## config.mk

```make
export PLATFORM = sky130hd
export DESIGN_NAME = tps_top
export DESIGN_NICKNAME = d
export VERILOG_FILES = /design/src/design/tps_pkg.sv /design/src/design/tps_route_if.sv /design/src/design/tps_route.sv /design/src/design/tps_top.sv
export SDC_FILE = /design/constraint.sdc
export NUM_CORES = 1
export LEC_CHECK = 0
export ABC_AREA = 1
export BUFFER_PORTS_ARGS = -buffer_cell sky130_fd_sc_hd__buf_2
export CAP_MARGIN = 15
export CORE_UTILIZATION = 49
export CTS_CLUSTER_SIZE = 28
export DETAILED_ROUTE_END_ITERATION = 12
export HOLD_SLACK_MARGIN = 0.12
export PLACE_DENSITY = 0.73
export REMOVE_ABC_BUFFERS = 1
export SKIP_CTS_REPAIR_TIMING = 1
export SLEW_MARGIN = 20
export SYNTH_ARGS = -nofsm -noshare
export SYNTH_HDL_FRONTEND = slang
export SYNTH_SLANG_ARGS = --single-unit
```

## constraint.sdc

```tcl
create_clock -name clk -period 1.5 [get_ports clk]
set_input_delay 0.15 -clock clk [delete_from_list [all_inputs] [get_ports clk]]
set_output_delay 0.15 -clock clk [all_outputs]
set_load 0.1 [all_outputs]
```

## src/design/tps_pkg.sv

```systemverilog
// constants and types for the timing pin routing block
package tps_pkg;
    localparam int CLK_PERIOD_PS = 8000;
    localparam int NUM_PINS      = 10;
    localparam int NUM_SIG       = 13;
    localparam int SEL_W         = 4;

    // routed signal indices
    localparam int SIG_START  = 0;
    localparam int SIG_SECOND = 1;
    localparam int SIG_GATE   = 4;
    localparam int SIG_SCLK   = 5;

    // signals that are always level detected; gate follows gate_edge_mode, all others are edge detected
    localparam logic [12:0] LEVEL_MASK = 13'h0020;

    localparam int START_PW_NS    = 25;
    localparam int START_PW_CYC   = (START_PW_NS * 1000 + CLK_PERIOD_PS - 1) / CLK_PERIOD_PS;
    localparam int SCAN_DLY_NS    = 50;
    localparam int SCAN_DLY_CYC   = (SCAN_DLY_NS * 1000 + CLK_PERIOD_PS - 1) / CLK_PERIOD_PS;
    localparam int SCAN_PW_NS     = 450;
    localparam int SCAN_PW_CYC    = (SCAN_PW_NS * 1000 + CLK_PERIOD_PS - 1) / CLK_PERIOD_PS;
    localparam int STB_SLOW_NS    = 10000;
    localparam int STB_FAST_NS    = 1200;
    localparam int STB_SLOW_HALF  = STB_SLOW_NS * 1000 / CLK_PERIOD_PS / 2;
    localparam int STB_FAST_HALF  = STB_FAST_NS * 1000 / CLK_PERIOD_PS / 2;
    localparam int STB_PULSES     = 8;

    localparam logic [9:0] PIN_OE_RST  = 10'h000;
    localparam logic       PREV_RST    = 1'b1;

    typedef enum logic [1:0] {
        ACQ_IDLE,
        ACQ_ARMED,
        ACQ_PRE,
        ACQ_POST
    } tps_acq_t;
endpackage

```

## src/design/tps_route_if.sv

```systemverilog
// carrier between the top and the signal router
`timescale 1ns/1ps
interface tps_route_if;
    import tps_pkg::*;
    logic [NUM_PINS-1:0]      pins;
    logic [NUM_SIG*SEL_W-1:0] sel;
    logic [NUM_SIG-1:0]       pol;
    logic [NUM_SIG-1:0]       edge_sel;
    logic [NUM_SIG-1:0]       routed;
    modport ctrl  (output pins, sel, pol, edge_sel, input routed);
    modport route (input pins, sel, pol, edge_sel, output routed);
endinterface

```

## src/design/tps_route.sv

```systemverilog
// per-signal pin selection, polarity and edge or level detection
`timescale 1ns/1ps
module tps_route (
    input  wire logic  clk,
    input  wire logic  rst_b,
    input  wire logic  ce,
    tps_route_if.route rif
);
    import tps_pkg::*;

    function automatic logic pick(input logic [NUM_PINS-1:0] p,
                                  input logic [SEL_W-1:0]    s);
        pick = (int'(s) < NUM_PINS) ? p[s] : 1'b0;
    endfunction

    logic [NUM_SIG-1:0] lvl;
    logic [NUM_SIG-1:0] prev_reg;
    logic [NUM_SIG-1:0] out_reg;
    logic [NUM_SIG-1:0] out_next;

    genvar g;
    generate
        for (g = 0; g < NUM_SIG; g++) begin : g_sig
            assign lvl[g] = pick(rif.pins, rif.sel[g*SEL_W +: SEL_W]) ^ rif.pol[g];
        end
    endgenerate

    assign out_next   = (rif.edge_sel & lvl & ~prev_reg) | (~rif.edge_sel & lvl);
    assign rif.routed = out_reg;

    always_ff @(posedge clk) begin
        if (!rst_b) begin
            prev_reg <= {NUM_SIG{PREV_RST}};
            out_reg  <= '0;
        end else if (ce) begin
            prev_reg <= lvl;
            out_reg  <= out_next;
        end
    end
endmodule

```

## src/design/tps_top.sv

```systemverilog
// timing pin routing, start trigger, sampled indication and latch strobe
// Notes on behaviour
// - ten two-way timing pins carry external timing
// - each driven pin shows its fixed signal
// - any pin selectable per internal signal
// - per-pin software output driver enable
// - per-signal polarity, edge or level detection
// - detection mode fixed by the controlled signal, except gate set by gate_edge_mode
// - indication edge 50 to 100 ns after conversion
// - indication polarity and enable under software
// - indication pulse lasts 57 cycles, 456 ns
// - strobe has single and eight-pulse modes
// - single mode strobe level set by software
// - burst timed by 10 us or 1.2 us
// - start trigger from any pin, chosen edge
// - start edge begins post and pre modes
// - pin 0 start may be analog comparison
// - start output shows whatever actually started
// - start output high pulse 25 to 50 ns
// - start driver off until software enables it
// - software command can fire start trigger
// - pre mode: second trigger begins post phase
`timescale 1ns/1ps
module tps_top (
    input  wire logic                                     clk,
    input  wire logic                                     rst_b,
    input  wire logic                                     ce,
    input  wire logic [tps_pkg::NUM_PINS-1:0]             pin_in,
    output logic      [tps_pkg::NUM_PINS-1:0]             pin_out,
    output logic      [tps_pkg::NUM_PINS-1:0]             pin_oe,
    input  wire logic [tps_pkg::NUM_PINS-1:0]             pin_drive_en,
    input  wire logic [tps_pkg::NUM_PINS-1:2]             int_timing_out,
    input  wire logic [tps_pkg::NUM_SIG*tps_pkg::SEL_W-1:0] sig_sel,
    input  wire logic [tps_pkg::NUM_SIG-1:0]              sig_pol,
    input  wire logic                                     gate_edge_mode,
    output logic      [tps_pkg::NUM_SIG-1:0]              routed_sig,
    input  wire logic                                     analog_trig_en,
    input  wire logic                                     analog_cmp,
    input  wire logic                                     sw_start,
    input  wire logic                                     acq_arm,
    input  wire logic                                     pretrig_mode,
    input  wire logic                                     pre_count_done,
    input  wire logic                                     acq_stop,
    output logic                                          acq_active,
    output logic                                          post_phase,
    output logic                                          start_trigger,
    output logic                                          second_trigger,
    input  wire logic                                     conv_begin,
    input  wire logic                                     scan_pol,
    input  wire logic                                     scan_en,
    output logic                                          sampled_indication_pulse,
    output logic                                          sampled_indication_oe,
    input  wire logic                                     strobe_hw_mode,
    input  wire logic                                     strobe_fast,
    input  wire logic                                     strobe_sw_level,
    input  wire logic                                     strobe_go,
    output logic                                          external_latch_strobe_b,
    output logic                                          strobe_busy
);
    import tps_pkg::*;

    localparam logic [3:0]  START_PW  = 4'(START_PW_CYC);
    localparam logic [3:0]  SCAN_DLY  = 4'(SCAN_DLY_CYC);
    localparam logic [6:0]  SCAN_PW   = 7'(SCAN_PW_CYC);
    localparam logic [9:0]  HALF_SLOW = 10'(STB_SLOW_HALF);
    localparam logic [9:0]  HALF_FAST = 10'(STB_FAST_HALF);
    localparam logic [4:0]  STB_HALVES = 5'(2 * STB_PULSES);

    // ---------------- pin synchronisers ----------------
    // ten pins enter here
    logic [NUM_PINS-1:0] pin_meta_reg;
    logic [NUM_PINS-1:0] pin_sync_reg;
    logic                ana_meta_reg;
    logic                ana_sync_reg;

    // two flops before any use
    // reset to the idle pull-up level, so no false edge after reset
    always_ff @(posedge clk) begin
        if (!rst_b) begin
            pin_meta_reg <= {NUM_PINS{PREV_RST}};
            pin_sync_reg <= {NUM_PINS{PREV_RST}};
        end else if (ce) begin
            pin_meta_reg <= pin_in;
            pin_sync_reg <= pin_meta_reg;
        end
    end

    // comparator output is asynchronous as well
    always_ff @(posedge clk) begin
        if (!rst_b) begin
            ana_meta_reg <= 1'b0;
            ana_sync_reg <= 1'b0;
        end else if (ce) begin
            ana_meta_reg <= analog_cmp;
            ana_sync_reg <= ana_meta_reg;
        end
    end

    // ---------------- routing ----------------
    tps_route_if rif ();

    wire [NUM_PINS-1:0] pins_eff;
    wire [NUM_SIG-1:0]  edge_sel;

    assign pins_eff = {pin_sync_reg[NUM_PINS-1:1],
                       analog_trig_en ? ana_sync_reg : pin_sync_reg[0]};

    assign edge_sel = (~LEVEL_MASK & ~(NUM_SIG'(1) << SIG_GATE))
                    | ({NUM_SIG{gate_edge_mode}} & (NUM_SIG'(1) << SIG_GATE));

    assign rif.pins     = pins_eff;
    assign rif.sel      = sig_sel;
    assign rif.pol      = sig_pol;
    assign rif.edge_sel = edge_sel;

    tps_route u_route (
        .clk   (clk),
        .rst_b (rst_b),
        .ce    (ce),
        .rif   (rif)
    );

    assign routed_sig = rif.routed;

    // ---------------- acquisition sequence ----------------
    tps_acq_t acq_reg;
    tps_acq_t acq_next;
    logic     start_evt;
    logic     second_evt;
    logic     fire_start;
    logic     fire_second;

    wire      pin_start_evt;
    wire      sw_start_evt;

    assign pin_start_evt = rif.routed[SIG_START];
    assign sw_start_evt  = sw_start;
    assign start_evt     = pin_start_evt | sw_start_evt;
    assign second_evt    = rif.routed[SIG_SECOND];

    always_comb begin
        acq_next    = acq_reg;
        fire_start  = 1'b0;
        fire_second = 1'b0;
        case (acq_reg)
            ACQ_IDLE: begin
                if (acq_arm) begin
                    acq_next = ACQ_ARMED;
                end
            end
            ACQ_ARMED: begin
                if (start_evt) begin
                    fire_start = 1'b1;
                    acq_next   = pretrig_mode ? ACQ_PRE : ACQ_POST;
                end
            end
            ACQ_PRE: begin
                if (acq_stop) begin
                    acq_next = ACQ_IDLE;
                end else if (pre_count_done && second_evt) begin
                    fire_second = 1'b1;
                    acq_next    = ACQ_POST;
                end
            end
            ACQ_POST: begin
                if (acq_stop) begin
                    acq_next = ACQ_IDLE;
                end
            end
            default: begin
                acq_next = ACQ_IDLE;
            end
        endcase
    end

    // ---------------- trigger pulses ----------------
    logic [3:0] start_cnt_reg;
    logic [3:0] start_cnt_next;
    logic [3:0] second_cnt_reg;
    logic [3:0] second_cnt_next;

    // pulse from the event that started
    assign start_cnt_next = fire_start ? START_PW
                          : (start_cnt_reg != 4'h0) ? start_cnt_reg - 4'h1 : 4'h0;
    assign second_cnt_next = fire_second ? START_PW
                           : (second_cnt_reg != 4'h0) ? second_cnt_reg - 4'h1 : 4'h0;

    // sequence state and its status flags
    always_ff @(posedge clk) begin
        if (!rst_b) begin
            acq_reg    <= ACQ_IDLE;
            acq_active <= 1'b0;
            post_phase <= 1'b0;
        end else if (ce) begin
            acq_reg    <= acq_next;
            acq_active <= (acq_next == ACQ_PRE) || (acq_next == ACQ_POST);
            post_phase <= acq_next == ACQ_POST;
        end
    end

    always_ff @(posedge clk) begin
        if (!rst_b) begin
            start_cnt_reg  <= 4'h0;
            second_cnt_reg <= 4'h0;
            start_trigger  <= 1'b0;
            second_trigger <= 1'b0;
        end else if (ce) begin
            start_cnt_reg  <= start_cnt_next;
            second_cnt_reg <= second_cnt_next;
            start_trigger  <= start_cnt_next != 4'h0;
            second_trigger <= second_cnt_next != 4'h0;
        end
    end

    // ---------------- pin drivers ----------------
    wire [NUM_PINS-1:0] pin_drive_val;

    assign pin_drive_val = {int_timing_out,
                            second_cnt_next != 4'h0,
                            start_cnt_next != 4'h0};

    always_ff @(posedge clk) begin
        if (!rst_b) begin
            pin_out <= '0;
            pin_oe  <= PIN_OE_RST;
        end else if (ce) begin
            pin_out <= pin_drive_val;
            pin_oe  <= pin_drive_en;
        end
    end

    // ---------------- sampled indication ----------------
    logic [3:0] scan_dly_reg;
    logic [3:0] scan_dly_next;
    logic [6:0] scan_pw_reg;
    logic [6:0] scan_pw_next;
    wire        scan_idle;
    wire        scan_load;

    assign scan_idle = (scan_dly_reg == 4'h0) && (scan_pw_reg == 7'h00);
    assign scan_load = scan_dly_reg == 4'h1;

    assign scan_dly_next = (conv_begin && scan_idle) ? SCAN_DLY
                         : (scan_dly_reg != 4'h0) ? scan_dly_reg - 4'h1 : 4'h0;
    assign scan_pw_next = scan_load ? SCAN_PW
                        : (scan_pw_reg != 7'h00) ? scan_pw_reg - 7'h01 : 7'h00;

    always_ff @(posedge clk) begin
        if (!rst_b) begin
            scan_dly_reg <= 4'h0;
            scan_pw_reg  <= 7'h00;
        end else if (ce) begin
            scan_dly_reg <= scan_dly_next;
            scan_pw_reg  <= scan_pw_next;
        end
    end

    always_ff @(posedge clk) begin
        if (!rst_b) begin
            sampled_indication_pulse <= 1'b0;
            sampled_indication_oe    <= 1'b0;
        end else if (ce) begin
            sampled_indication_pulse <= (scan_pw_next != 7'h00) ^ scan_pol;
            sampled_indication_oe    <= scan_en;
        end
    end

    // ---------------- external latch strobe ----------------
    logic [9:0] stb_cnt_reg;
    logic [9:0] stb_cnt_next;
    logic [4:0] stb_half_reg;
    logic [4:0] stb_half_next;
    wire  [9:0] stb_half_len;
    wire        stb_start;
    wire        stb_wrap;
    wire        stb_hw_level;

    assign stb_half_len = strobe_fast ? HALF_FAST : HALF_SLOW;
    assign stb_start    = strobe_hw_mode && strobe_go && (stb_half_reg == 5'h00);
    assign stb_wrap     = stb_cnt_reg == 10'h001;
    // low in the first half of every period
    assign stb_hw_level = (stb_half_next == 5'h00) || stb_half_next[0];

    always_comb begin
        stb_cnt_next  = stb_cnt_reg;
        stb_half_next = stb_half_reg;
        if (!strobe_hw_mode) begin
            stb_cnt_next  = 10'h000;
            stb_half_next = 5'h00;
        end else if (stb_start) begin
            stb_cnt_next  = stb_half_len;
            stb_half_next = STB_HALVES;
        end else if (stb_half_reg != 5'h00) begin
            if (stb_wrap) begin
                stb_cnt_next  = stb_half_len;
                stb_half_next = stb_half_reg - 5'h01;
            end else begin
                stb_cnt_next = stb_cnt_reg - 10'h001;
            end
        end
    end

    always_ff @(posedge clk) begin
        if (!rst_b) begin
            stb_cnt_reg  <= 10'h000;
            stb_half_reg <= 5'h00;
        end else if (ce) begin
            stb_cnt_reg  <= stb_cnt_next;
            stb_half_reg <= stb_half_next;
        end
    end

    always_ff @(posedge clk) begin
        if (!rst_b) begin
            external_latch_strobe_b <= 1'b1;
            strobe_busy             <= 1'b0;
        end else if (ce) begin
            strobe_busy <= stb_half_next != 5'h00;
            if (strobe_hw_mode) begin
                external_latch_strobe_b <= stb_hw_level;
            end else begin
                external_latch_strobe_b <= strobe_sw_level;
            end
        end
    end
endmodule

```

* Word level (Yosys, flattened, before mapping) *
Cells that the tools add are included.

storage, ports and cells
  register bits after elaboration = 112
  input port bits = 111
  logic and storage cells = 176

operators by class
  add/subtract/negate cells = 6
  order comparisons = 26
  equality and inequality tests = 8
  multiplexer cells = 70
  bitwise logic cells = 21
  reduce and logical (&&, ||, !) cells = 22

operator list
  cell                     count
  $lt A4 B5 Y1 const B     13
  $bmux W1 S4              13
  $lt A4 B4 Y1 const B     13
  $mux W10                 5
  $and A13 B13 Y13         3
  $mux W1                  34
  $not A13 Y13             2
  $mux W4                  6
  $mux W5                  4
  $reduce_bool A4 Y1       5
  $mux W7                  2
  $reduce_bool A7 Y1       2
  $xor A1 B1 Y1            14
  $or A13 B13 Y13          1
  $sub A4 B1 Y4 const B    3
  $eq A10 B1 Y1 const B    1
  $logic_not A5 Y1         2
  $mux W2                  5
  $reduce_bool A5 Y1       2
  $sub A10 B1 Y10 const B  1
  $eq A2 B2 Y1 const B     4
  $pmux W2 S4              1
  $logic_not A7 Y1         1
  $sub A7 B1 Y7 const B    1
  other kinds (10)         15

* Longest topological paths before layout *
  depth after elaboration = 8
  depth in mapped cells = 12

* Modules after synthesis *
From an unflattened synthesis, not the netlist that was laid out.

second synthesis, totals
  cells, all modules = 1,054
  area total of the unflattened synthesis = 6,830.3 µm²

by module, submodules not included
  module     instances  cells each  area an instance (µm²)
  tps_top    1          571         3,991.3
  tps_route  1          483         2,839.0

* Least setup slack after synthesis *
No wires, ideal clock.

  path kind = flip-flop to flip-flop
  start point = register u_route.out_reg[1] (netlist: u_route.rif.routed[1])
  end point = register pin_out[1] (netlist bit)
  setup time = 0.119 ns
  data arrival time = 1.683 ns
  setup slack = -0.302 ns
  cell stages (with the launch flop) = 8
  buffers on the path = 0
  path through = dfxtp_1 -> nand3_1 -> nor2_1 -> nor2_1 -> o21ai_0 -> nand3_1 -> o211ai_1 -> inv_1

on the way
  longest elaborated chain between the ends = 6

ends and longest elaborated chain
  item                    line             source
  start, declared         tps_route.sv:18  logic [NUM_SIG-1:0] out_reg;
  start signal, assigned  tps_route.sv:37  out_reg <= out_next;
  $logic_and A1 B1 Y1     tps_top.sv:160   end else if (pre_count_done && second_evt) begin
  $mux W1                 tps_top.sv:160
  $mux W1                 tps_top.sv:158   if (acq_stop) begin
  $mux W1                 tps_top.sv:145   case (acq_reg)
  $mux W4                 tps_top.sv:185   assign second_cnt_next = fire_second ? START_PW
  $reduce_bool A4 Y1      tps_top.sv:219   second_cnt_next != 4'h0,
  end signal, assigned    tps_top.sv:227   pin_out <= pin_drive_val;
  end, declared           tps_top.sv:29    output logic [tps_pkg::NUM_PINS-1:0] pin_out,

Every way passes these cells.
A chain may end at the register's enable or synchronous reset.

* Worst setup path in the final report *
  start point = register stb_cnt_reg[1]
  end point = register external_latch_strobe_b

on the way
  longest elaborated chain between the ends = 8

ends and longest elaborated chain
  item                    line            source
  start, declared         tps_top.sv:269  logic [9:0] stb_cnt_reg;
  start signal, assigned  tps_top.sv:308  stb_cnt_reg <= stb_cnt_next;
  $eq A10 B1 Y1 *         tps_top.sv:280  assign stb_wrap = stb_cnt_reg == 10'h001;
  $mux W5 *               tps_top.sv:294  if (stb_wrap) begin
  $mux W5 *               tps_top.sv:293  end else if (stb_half_reg != 5'h00) begin
  $mux W5 *               tps_top.sv:290  end else if (stb_start) begin
  $mux W5 *               tps_top.sv:287  if (!strobe_hw_mode) begin
  $logic_not A5 Y1        tps_top.sv:282  assign stb_hw_level = (stb_half_next == 5'h00) || stb_half_next[0];
  $logic_or A1 B1 Y1 *    tps_top.sv:282
  $mux W1 *               tps_top.sv:319  if (strobe_hw_mode) begin
  end signal, assigned    tps_top.sv:320  external_latch_strobe_b <= stb_hw_level;
  end signal, assigned    tps_top.sv:322  external_latch_strobe_b <= strobe_sw_level;
  end, declared           tps_top.sv:57   output logic external_latch_strobe_b,

Every way passes the cells marked *; elsewhere a longest branch is shown, timed or not.

==> results.toml <==
[timing]
drv_slew = 0
timing.final.crit_period_ps = 1550
finalCritPeriodShare = 1.03
grt_setup_unrepaired = "true"
setup_slack_ps = -46.7
whs_ps = 97.1
fmax_ghz = 0.647
timing_hold_violations_final = 0
setup_viol = 2
slew-limit-headroom = 0.668
skew_ps = 8.57
tightest_slew_ps = 502
setup_tns_ps = -73.5

[clock_tree]
tritoncts = "yes"
htree_levels = 3
clk_pin_slew_ps = 70
clkSinkCount = 109
insertion_delay_ps = 350
clock_path_buffers = 2
root_buffer = "clkbuf_16"
numCtsBuffers = 9

[cells_and_area]
largest_reg_flops = 13
fin_nets = 1343
layout_commonest_cell = "nand2_1"
final_layout_size_suffix_gt1_frac = 0.254
area_growth_pct = 34.7
nFillCells = 1139
final_cell_mix = "nand2_1 (236), buf_2 (151), nand3_1 (136)"
num_antenna_cells = 0

[floorplan]
die_h_um = 116
rows = 41
dieArea_um2 = 13500
design.core.area_um2 = 12700
initial_core_util = 0.505
fp.dieW_um = 116
io_pins = 152

[drt]
via_per_inst = 5.27
wire_per_inst_um = 13.5
top_layer = "met4"
wl_met3_um = 936
drt_wl_total_um = 19000
first_iter_violations = 588
ant_nets = 0
dr_wl_met2_um = 9270
drc = 0
dr.pass1.iters = 5
drt-met1-wl_um = 8460
vias = 7382

[logic_synthesis]
synth-edff-count = 0
ys.flop_type = "dfxtp_1"
synth.distinct_cells = 38
ys_ff_latch = 109
async_flop_share = 0
postSynthCellCount = 1011
ys_seq_area_frac = 0.341
ys_warn_count = 0
avgSynthCellArea_um2 = 6.32
syn_area_um2 = 6390

[global_route]
grt_overflow = 0
globalRouteTotalUtil = 0.260
grt_pass1_vias = 6247
grt_max_degree = 61
grt_pass1_wl_um = 28100
antenna_found_initial = 0

[setup_path]
rr_startpoint = "stb_cnt_reg[1]$_SDFFE_PN0P_"
cp-start-kind = "flop"
cp_data_required_time_ps = 1790
path_max_fanout = 6
worstSetupEndpointType = "flop"
crit_type = "reg2reg"
crit_arrival_ps = 1830
ff2ff_setup_slack_ps = -50
r2r_cells = 11
r2r-end = "external_latch_strobe_b$_SDFFE_PN1P_"
crit_start = "stb_cnt_reg[1]$_SDFFE_PN0P_"

[place]
port_buffers = 151
place_congestion = 0.933
dp_hpwl_um = 12700

[min_path]
hold_path_class = "in2reg"
hold_end = "u_route.rif.routed[5]$_SDFFE_PN0P_"
min_from = "sig_pol[5]"
hold_depth = 3

[pwr]
ir_worst_vdd_uv = 1020
p_leak_nw = 4.36
power_density_nw_per_um2 = 995

[outcome]
violations = "negative setup slack"
status = "finished with violations"

[flow_run]
cap_viol_max_count = 0
==> worst max-delay path by stage <==
| stage | endpoint | cells after the start |
|---|---|---|
| finish | external_latch_strobe_b$_SDFFE_PN1P_ | 11 |
| global route | external_latch_strobe_b$_SDFFE_PN1P_ | 10 |
| CTS | stb_cnt_reg[5]$_SDFFE_PN0P_ | 11 |
| detailed placement | stb_cnt_reg[5]$_SDFFE_PN0P_ | 11 |
| global placement | stb_cnt_reg[9]$_SDFFE_PN0P_ | 11 |
| floorplan | pin_out[0]$_SDFFE_PN0P_ | 2 |
==> power by group <==
part	internal [W]	switching, W	total, W
Clock	0.00150	0.00106	0.00256
Sequential	0.00311	0.000135	0.00324
Combinational	0.000982	0.00179	0.00277
==> final cells by class <==
type	instances	area [µm²]	area share
clock buffer	11	243	0.0282
timing repair buffer	247	1650	0.192
inverter	140	537	0.0623
multi-input combinational	718	3690	0.429
clock inverter	4	72.6	0.00843
timing repair inverter	1	7.51	0.000872
sequential	109	2190	0.255
tap	172	215	0.0250
==> metrics by stage <==
step	cell area, µm²	utilization	setup WS, ps	power [W]	cells
6_report	8610	0.680	-46.7	0.00857	1402
3_5_place_dp	7680	0.606	-120	0.00572	1348
4_1_cts	8000	0.631	-126	0.00827	1363
5_1_grt	8610	0.680	-163	0.00903	1402
3_3_place_gp	7680	0.606	-73.7	0.00568	1348
2_1_floorplan	6180	-	-468	0.00489	966
==> per-layer routing <==
layer | GRT usage | up-vias
met2 | 0.440 | 224
met1 | 0.336 | 3364
met4 | 0.0684 | 0
met5 | 0 | -
li1 | - | 3764
met3 | 0.0529 | 30
==> cell usage after synthesis (2+ instances only) <==
cell | n | share of area
a211oi_1 | 5 | 0.0059
a21oi_1 | 68 | 0.053
a21oi_2 | 5 | 0.0068
a221oi_1 | 4 | 0.0055
a31oi_1 | 3 | 0.0029
buf_1 | 3 | 0.0018
buf_2 | 12 | 0.0094
buf_4 | 4 | 0.0047
buf_6 | 2 | 0.0035
clkbuf_1 | 22 | 0.013
clkbuf_2 | 2 | 0.0016
dfxtp_1 | 109 | 0.34
ha_1 | 6 | 0.012
inv_1 | 136 | 0.080
inv_2 | 3 | 0.0018
nand2_1 | 243 | 0.14
nand2_4 | 2 | 0.0035
nand3_1 | 144 | 0.11
nand4_1 | 31 | 0.030
nor2_1 | 83 | 0.049
nor2_2 | 4 | 0.0039
nor2_4 | 3 | 0.0053
nor3_1 | 5 | 0.0039
o211ai_1 | 17 | 0.020
o21ai_0 | 75 | 0.059
o21ai_2 | 3 | 0.0041
xor2_1 | 6 | 0.0082
==> worst max-delay path: stages, from the launching register on <==
cell and delay, ps:
dfxtp_2 320, inv_2 70, ha_4 150, nand4_1 140, nor2_2 140, buf_6 140
nand2_1 50, nand3_1 100, nand3_2 100, o21ai_2 140, nand2_1 70, nand2_1 60
==> cells by family (layout without fill, tap and decap cells) <==
kind of cell	Yosys count	after routing	share of synthesized area
adders and majority gates	6	6	0.0117
and+or+nand+nor	521	522	0.361
xor gates and xnor gates	7	7	0.00959
AOI/OAI and AO/OA	183	183	0.160
buffers and inverters	185	403	0.116
DFF	109	109	0.341
No activity file was read; power rests on OpenSTA's default activity.
